### src/core/hfc_pkg.sv
package hfc_pkg;
    // ------------------------------------------------------------
    // register map
    // ------------------------------------------------------------
    localparam logic [7:0] ADDR_CAL_BEMF  = 8'h19;
    localparam logic [7:0] ADDR_FB_CTRL   = 8'h1A;
    localparam logic [7:0] RST_CAL_BEMF   = 8'h6D;
    localparam logic [7:0] RST_FB_CTRL    = 8'h36;
    localparam logic [7:0] RDATA_UNMAPPED = 8'h00;

    // ------------------------------------------------------------
    // feedback control fields
    // ------------------------------------------------------------
    localparam int TYPE_BIT       = 7;
    localparam int RATIO_MSB      = 6;
    localparam int RATIO_LSB      = 4;
    localparam int LOOP_MSB       = 3;
    localparam int LOOP_LSB       = 2;
    localparam int AMP_MSB        = 1;
    localparam int AMP_LSB        = 0;
    localparam logic RST_TYPE     = 1'b0;
    localparam logic [2:0] RST_RATIO = 3'h3;
    localparam logic [1:0] RST_AMP   = 2'h2;

    typedef enum logic {
        HFC_ROTATING_MASS_MODE   = 1'b0,
        HFC_LINEAR_RESONANT_MODE = 1'b1
    } hfc_actuator_t;

    // ------------------------------------------------------------
    // back-emf scaling
    // ------------------------------------------------------------
    localparam logic [39:0] BEMF_FULL_UV = 40'h0000129DA0; // 1.22 V in uV
    localparam logic [39:0] BEMF_CODE_FS = 40'h00000000FF; // 255
    localparam logic [39:0] AMP_PCT_SCALE = 40'h0000000064; // gains held x100
    localparam logic [39:0] AMP_PCT_0 = 40'h0000000021; // 0.33x
    localparam logic [39:0] AMP_PCT_1 = 40'h0000000064; // 1.0x
    localparam logic [39:0] AMP_PCT_2 = 40'h00000000B4; // 1.8x
    localparam logic [39:0] AMP_PCT_3 = 40'h0000000190; // 4.0x
    localparam int UV_W     = 22;
    localparam int BRAKE_W  = 13;
    localparam logic [2:0] RATIO_DISABLED = 3'h7;
endpackage

### src/core/hfc_cal_regs.sv
`timescale 1ns/100ps
module hfc_cal_regs (
    input  wire logic                       clk,
    input  wire logic                       srst,
    input  wire logic [7:0]                 reg_addr,
    input  wire logic [7:0]                 reg_wdata,
    input  wire logic                       reg_wr,
    input  wire logic                       reg_rd,
    output logic      [7:0]                 reg_rdata,
    input  wire logic                       cal_done,
    input  wire logic [7:0]                 cal_bemf_level,
    input  wire logic [1:0]                 cal_amp_gain,
    output logic                            actuator_type_select,
    output logic      [2:0]                 brake_gain_ratio,
    output logic      [1:0]                 backemf_amp_gain,
    output logic      [7:0]                 drive_fb_gain,
    output logic      [hfc_pkg::BRAKE_W-1:0] brake_fb_gain,
    output logic      [hfc_pkg::UV_W-1:0]    backemf_uv
);
    // ------------------------------------------------------------
    // state
    // ------------------------------------------------------------
    logic [7:0]                  level_r,  level_nxt;
    logic                        type_r,   type_nxt;
    logic [2:0]                  ratio_r,  ratio_nxt;
    logic [1:0]                  loop_r,   loop_nxt;
    logic [1:0]                  amp_r,    amp_nxt;
    logic [7:0]                  rdata_r,  rdata_nxt;
    logic [7:0]                  drive_r,  drive_nxt;
    logic [hfc_pkg::BRAKE_W-1:0] brake_r,  brake_nxt;
    logic [hfc_pkg::UV_W-1:0]    uv_r,     uv_nxt;
    logic [hfc_pkg::BRAKE_W-1:0] brake_calc;
    logic                        wr_level;
    logic                        wr_fb;

    function automatic logic [7:0] fb_image(input logic t, input logic [2:0] r,
                                            input logic [1:0] l, input logic [1:0] a);
        fb_image = {t, r, l, a};
    endfunction

    function automatic logic [hfc_pkg::UV_W-1:0] bemf_uv(input logic [7:0] code,
                                                         input logic [1:0] gain);
        logic [39:0] pct;
        logic [39:0] num;
        pct = hfc_pkg::AMP_PCT_0;
        case (gain)
            2'h0:    pct = hfc_pkg::AMP_PCT_0;
            2'h1:    pct = hfc_pkg::AMP_PCT_1;
            2'h2:    pct = hfc_pkg::AMP_PCT_2;
            default: pct = hfc_pkg::AMP_PCT_3;
        endcase
        num = {32'h0, code} * hfc_pkg::BEMF_FULL_UV * hfc_pkg::AMP_PCT_SCALE;
        bemf_uv = hfc_pkg::UV_W'(num / (hfc_pkg::BEMF_CODE_FS * pct));
    endfunction

    assign wr_level = reg_wr && (reg_addr == hfc_pkg::ADDR_CAL_BEMF);
    assign wr_fb    = reg_wr && (reg_addr == hfc_pkg::ADDR_FB_CTRL);

    // ------------------------------------------------------------
    // register file
    // ------------------------------------------------------------
    // calibration wins over a host write in the same cycle so a finished
    // measurement is never lost
    always_comb begin
        level_nxt = level_r;
        type_nxt  = type_r;
        ratio_nxt = ratio_r;
        loop_nxt  = loop_r;
        amp_nxt   = amp_r;
        if (wr_level) begin
            level_nxt = reg_wdata;
        end
        if (wr_fb) begin
            type_nxt  = reg_wdata[hfc_pkg::TYPE_BIT];
            ratio_nxt = reg_wdata[hfc_pkg::RATIO_MSB:hfc_pkg::RATIO_LSB];
            loop_nxt  = reg_wdata[hfc_pkg::LOOP_MSB:hfc_pkg::LOOP_LSB];
            amp_nxt   = reg_wdata[hfc_pkg::AMP_MSB:hfc_pkg::AMP_LSB];
        end
        if (cal_done) begin
            level_nxt = cal_bemf_level;
            amp_nxt   = cal_amp_gain;
        end
    end

    always_comb begin
        rdata_nxt = rdata_r;
        if (reg_rd) begin
            case (reg_addr)
                hfc_pkg::ADDR_CAL_BEMF: rdata_nxt = level_r;
                hfc_pkg::ADDR_FB_CTRL:  rdata_nxt = fb_image(type_r, ratio_r, loop_r, amp_r);
                default:                rdata_nxt = hfc_pkg::RDATA_UNMAPPED;
            endcase
        end
    end

    // ------------------------------------------------------------
    // playback engine controls
    // ------------------------------------------------------------
    hfc_gain_scale u_gain_scale (
        .drive_gain       (level_r),
        .brake_gain_ratio (ratio_r),
        .brake_gain       (brake_calc)
    );

    // gains and voltage trail the stored values by one cycle, so the
    // wide divide never sits on the register write path
    always_comb begin
        drive_nxt = level_r;
        brake_nxt = brake_calc;
        uv_nxt    = bemf_uv(level_r, amp_r);
    end

    always_ff @(posedge clk) begin
        if (srst) begin
            level_r <= hfc_pkg::RST_CAL_BEMF;
            type_r  <= hfc_pkg::RST_TYPE;
            ratio_r <= hfc_pkg::RST_RATIO;
            loop_r  <= hfc_pkg::RST_FB_CTRL[hfc_pkg::LOOP_MSB:hfc_pkg::LOOP_LSB];
            amp_r   <= hfc_pkg::RST_AMP;
            rdata_r <= hfc_pkg::RDATA_UNMAPPED;
            drive_r <= 8'h00;
            brake_r <= 13'h0000;
            uv_r    <= 22'h000000;
        end else begin
            level_r <= level_nxt;
            type_r  <= type_nxt;
            ratio_r <= ratio_nxt;
            loop_r  <= loop_nxt;
            amp_r   <= amp_nxt;
            rdata_r <= rdata_nxt;
            drive_r <= drive_nxt;
            brake_r <= brake_nxt;
            uv_r    <= uv_nxt;
        end
    end

    assign reg_rdata            = rdata_r;
    assign actuator_type_select = type_r;
    assign brake_gain_ratio     = ratio_r;
    assign backemf_amp_gain     = amp_r;
    assign drive_fb_gain        = drive_r;
    assign brake_fb_gain        = brake_r;
    assign backemf_uv           = uv_r;
endmodule // hfc_cal_regs

### src/core/hfc_gain_scale.sv
`timescale 1ns/100ps
module hfc_gain_scale (
    input  wire logic [7:0]                 drive_gain,
    input  wire logic [2:0]                 brake_gain_ratio,
    output logic      [hfc_pkg::BRAKE_W-1:0] brake_gain
);
    logic [4:0] mult;

    // code 6 doubles the top ratio; code 7 stops braking altogether
    always_comb begin
        case (brake_gain_ratio)
            3'h0:    mult = 5'h01;
            3'h1:    mult = 5'h02;
            3'h2:    mult = 5'h03;
            3'h3:    mult = 5'h04;
            3'h4:    mult = 5'h06;
            3'h5:    mult = 5'h08;
            3'h6:    mult = 5'h10;
            default: mult = 5'h00;
        endcase
        brake_gain = 13'(drive_gain * mult);
    end
endmodule // hfc_gain_scale

### config.mk
export PLATFORM = sky130hd
export DESIGN_NAME = hfc_cal_regs
export DESIGN_NICKNAME = d
export VERILOG_FILES = /design/src/core/hfc_pkg.sv /design/src/core/hfc_cal_regs.sv /design/src/core/hfc_gain_scale.sv
export SDC_FILE = /design/constraint.sdc
export NUM_CORES = 2
export LEC_CHECK = 0
export BUFFER_PORTS_ARGS = -buffer_cell sky130_fd_sc_hd__buf_2
export CORE_AREA = 2 2 396 241
export CTS_CLUSTER_SIZE = 24
export DETAILED_ROUTE_END_ITERATION = 6
export DIE_AREA = 0 0 398 243
export SYNTH_ARGS = -nofsm -noshare
export SYNTH_HDL_FRONTEND = slang
export SYNTH_SLANG_ARGS = --single-unit
### constraint.sdc
create_clock -name clk -period 207.5 [get_ports clk]
set_input_delay 51.875 -clock clk [delete_from_list [all_inputs] [get_ports clk]]
set_output_delay 51.875 -clock clk [all_outputs]
set_load 0.01 [all_outputs]
==> flow_summary_export.csv <==
group,metric,value,unit
clock_tree,cts_root_buffer,"clkbuf_16",
synthesis,synth_flop_cell,"dfxtp_1",
clock_tree,cts_buffers,9,
global_route,grt_pass1_wl,227000,um
drt,ant_nets,0,
final_layout,final_cell_mix,"713 x ha_1, 501 x nor2_1, 497 x a21oi_1",
global_route,grt_usage,29.2,%
synthesis,ys_types,124,
final_layout,fin_area,43800,um2
drt,via_per_inst,6.28,
synthesis,synth_seq_area_share,3.23,%
global_route,grt_remaining_overflow,0,
drt,vias,44200,
critical_path,r2r_cells,547,
place,hpwlAfterDp,117000,um
place,dpl_cell_area,43500,um2
critical_path,arrival,126.59,ns
final_layout,nets,6600,
synthesis,synthTopCellsByArea,"ha_1 22%, a21oi_1 6.0%, xnor2_1 5.0%",
synthesis,syn_area,41600,um2
timing,rsz0062_at_grt,"no",
global_route,grt_max_degree,44,
clock_tree,clock_sinks,67,
clock_tree,insertion_delay,0.44,ns
final_layout,area.sequential,1340,um2
synthesis,yosysTopAreaCell,"ha_1",
floorplan,core-area,93100,um2
synthesis,synth_top_cell_area_share,21.6,%
synthesis,syn_inst,5776,
drt,drc,0,
drt,wl_per_cell,20.8,um
hold_path,worstHoldPathCells,2,
critical_path,slowest_delay,0.83,ns
final_layout,multiInputGateArea,38600,um2
critical_path,crit_fanout,43,
timing,finalHoldViolCount,0,
floorplan,die_h,243,um
synthesis,synth_edf_count,0,
floorplan,initial_core_util,44.7,%
clock_tree,htreeDepth,3,
place,gp_congestion,1.01,
clock_tree,holdBufCountCts,0,
status,violations,"slew limit",
drt,first_pass_iters,7,
timing,fin_crit,126.33,ns
floorplan,io_pins,88,
drt,wirelength,147000,um
synthesis,ys_ff_latch,67,
timing,max_slew.worst_pin.slew,2.36,ns
critical_path,worstSetupPathType,"reg -> reg",
timing,clock_skew,0.0533,ns
status,outcome,"finished with violations",
synthesis,ys_warn_count,0,
hold_path,hold_class,"reg -> reg",
floorplan,dieArea,96700,um2
clock_tree,cts_max_path_buffers,2,
final_layout,layout-drive-gt1-share,7.58,%
clock_tree,post_cts_buffers,0,
clock_tree,path_clk_slew,0.09,ns
timing,setup_viol,0,
global_route,antenna_found_initial,4,
final_layout,layout_commonest_cell,"ha_1",
floorplan,die_w,398,um
synthesis,ys_async_sr_fraction,0,%
synthesis,syn_avg_cell_area,7.20,um2
critical_path,crit_path_end_kind,"flop",
timing,drv_slew,25,
drt,drtIter0Drc,5010,
final_layout,fill_cells,9466,
clock_tree,cts_tree,"done",
flow_run,drv_cap,0,
floorplan,rows,87,
timing,finalCritPeriodShare,60.9,%
timing,setup_tns,0,ns
critical_path,worst_setup_path_start_kind,"flop",
critical_path,critical_path.most_common_cell,"o21a_1",
global_route,grt_pass1_vias,39200,
critical_path,cp_slowest_cell,"o21ai_0",
timing,max_freq,7.92,MHz
timing,relSlewSlack,-58.1,%
critical_path,required,207.76,ns
final_layout,syn2layout_area_growth,5.38,%
clock_tree,cts_resized,0,
place,buffer_ports.inserted,87,
[flip-flops by register name, summed over array words and instances (netlist names)]
register,count
actuator_type_select,1
reg_rdata,8
backemf_uv,22
loop_r,2
drive_fb_gain,8
brake_fb_gain,13
brake_gain_ratio,3
drive_nxt,8
backemf_amp_gain,2
[critical path: cells and delay by family (launching register included)]
kind / cells / cell delay (ns)
adder cells (fa/ha/maj): 43 / 14.86
multiplexers: 7 / 2.46
flip-flops: 1 / 0.77
buffers and inverters: 27 / 5.41
AND/OR/NAND/NOR: 155 / 34.47
AO/OA/AOI/OAI: 312 / 67.24
XOR/XNOR: 3 / 0.59
[cell type report]
cell class,instances,area share [%]
Multi-Input combinational cell,5269,88.1
Timing Repair Buffer,149,2.06
Inverter,292,2.51
Antenna cell,1,0.00571
Clock buffer,9,0.514
Tap cell,1246,3.56
Clock inverter,7,0.240
Sequential cell,67,3.06
[cell families after synthesis]
family,synth area share [%]
xor gates and xnor gates,8.11
buffers and inverters,4.50
adders and majority gates,24.7
AOI/OAI and AO/OA,30.1
DFF,3.23
muxes,4.64
other,0.00902
and+or+nand+nor,24.7
[synth_stat cells, types with 86 or more instances]
cell type  number
nand2b_1       94
nor2b_1        86
nand3_1       136
a21oi_1       497
ha_1          718
nand4_1        89
mux2_2        121
o21a_1        210
a21o_1        158
nor3_1        242
xnor2_1       239
xor2_1        144
o31ai_1       149
inv_1         290
nand2_1       451
clkbuf_1      114
o21ai_0       262
nor2_1        505
[layer usage]
metal | part of all wire, % | vias to the layer above | GRT usage (%) | wire length (um)
li1 | - | 21600 | - | -
met4 | 1.4 | 4 | 4.70 | 2090
met3 | 11 | 107 | 7.20 | 16200
met5 | 0.11 | - | 1.09 | 162
met1 | 52 | 20500 | 48.0 | 76600
met2 | 35 | 1981 | 36.4 | 51500
[per-stage QoR]
step                cells  hold slack (ns)  utilization [%]  worst slack [ns]
global route         7039            0.493             47.1             71.08
detailed placement   7023            0.461             46.7             83.75
CTS                  7039            0.472             47.1             83.39
global placement     7023            0.457             46.7             86.67
floorplan            5808            0.436                -             91.16
finish               7040            0.470             47.1             81.17
[final timing paths]
check                             startpoint       endpoint  slack (ns)
worst min-delay path               loop_r[1]      loop_r[1]        0.47
worst max-delay path            drive_nxt[6]  backemf_uv[0]       81.17
worst max register to register  drive_nxt[6]  backemf_uv[0]       81.17
worst min register to register     loop_r[1]      loop_r[1]        0.47
Power is not shown: default switching activity piles up to over one toggle a cycle in this logic, so the estimate is an artifact.
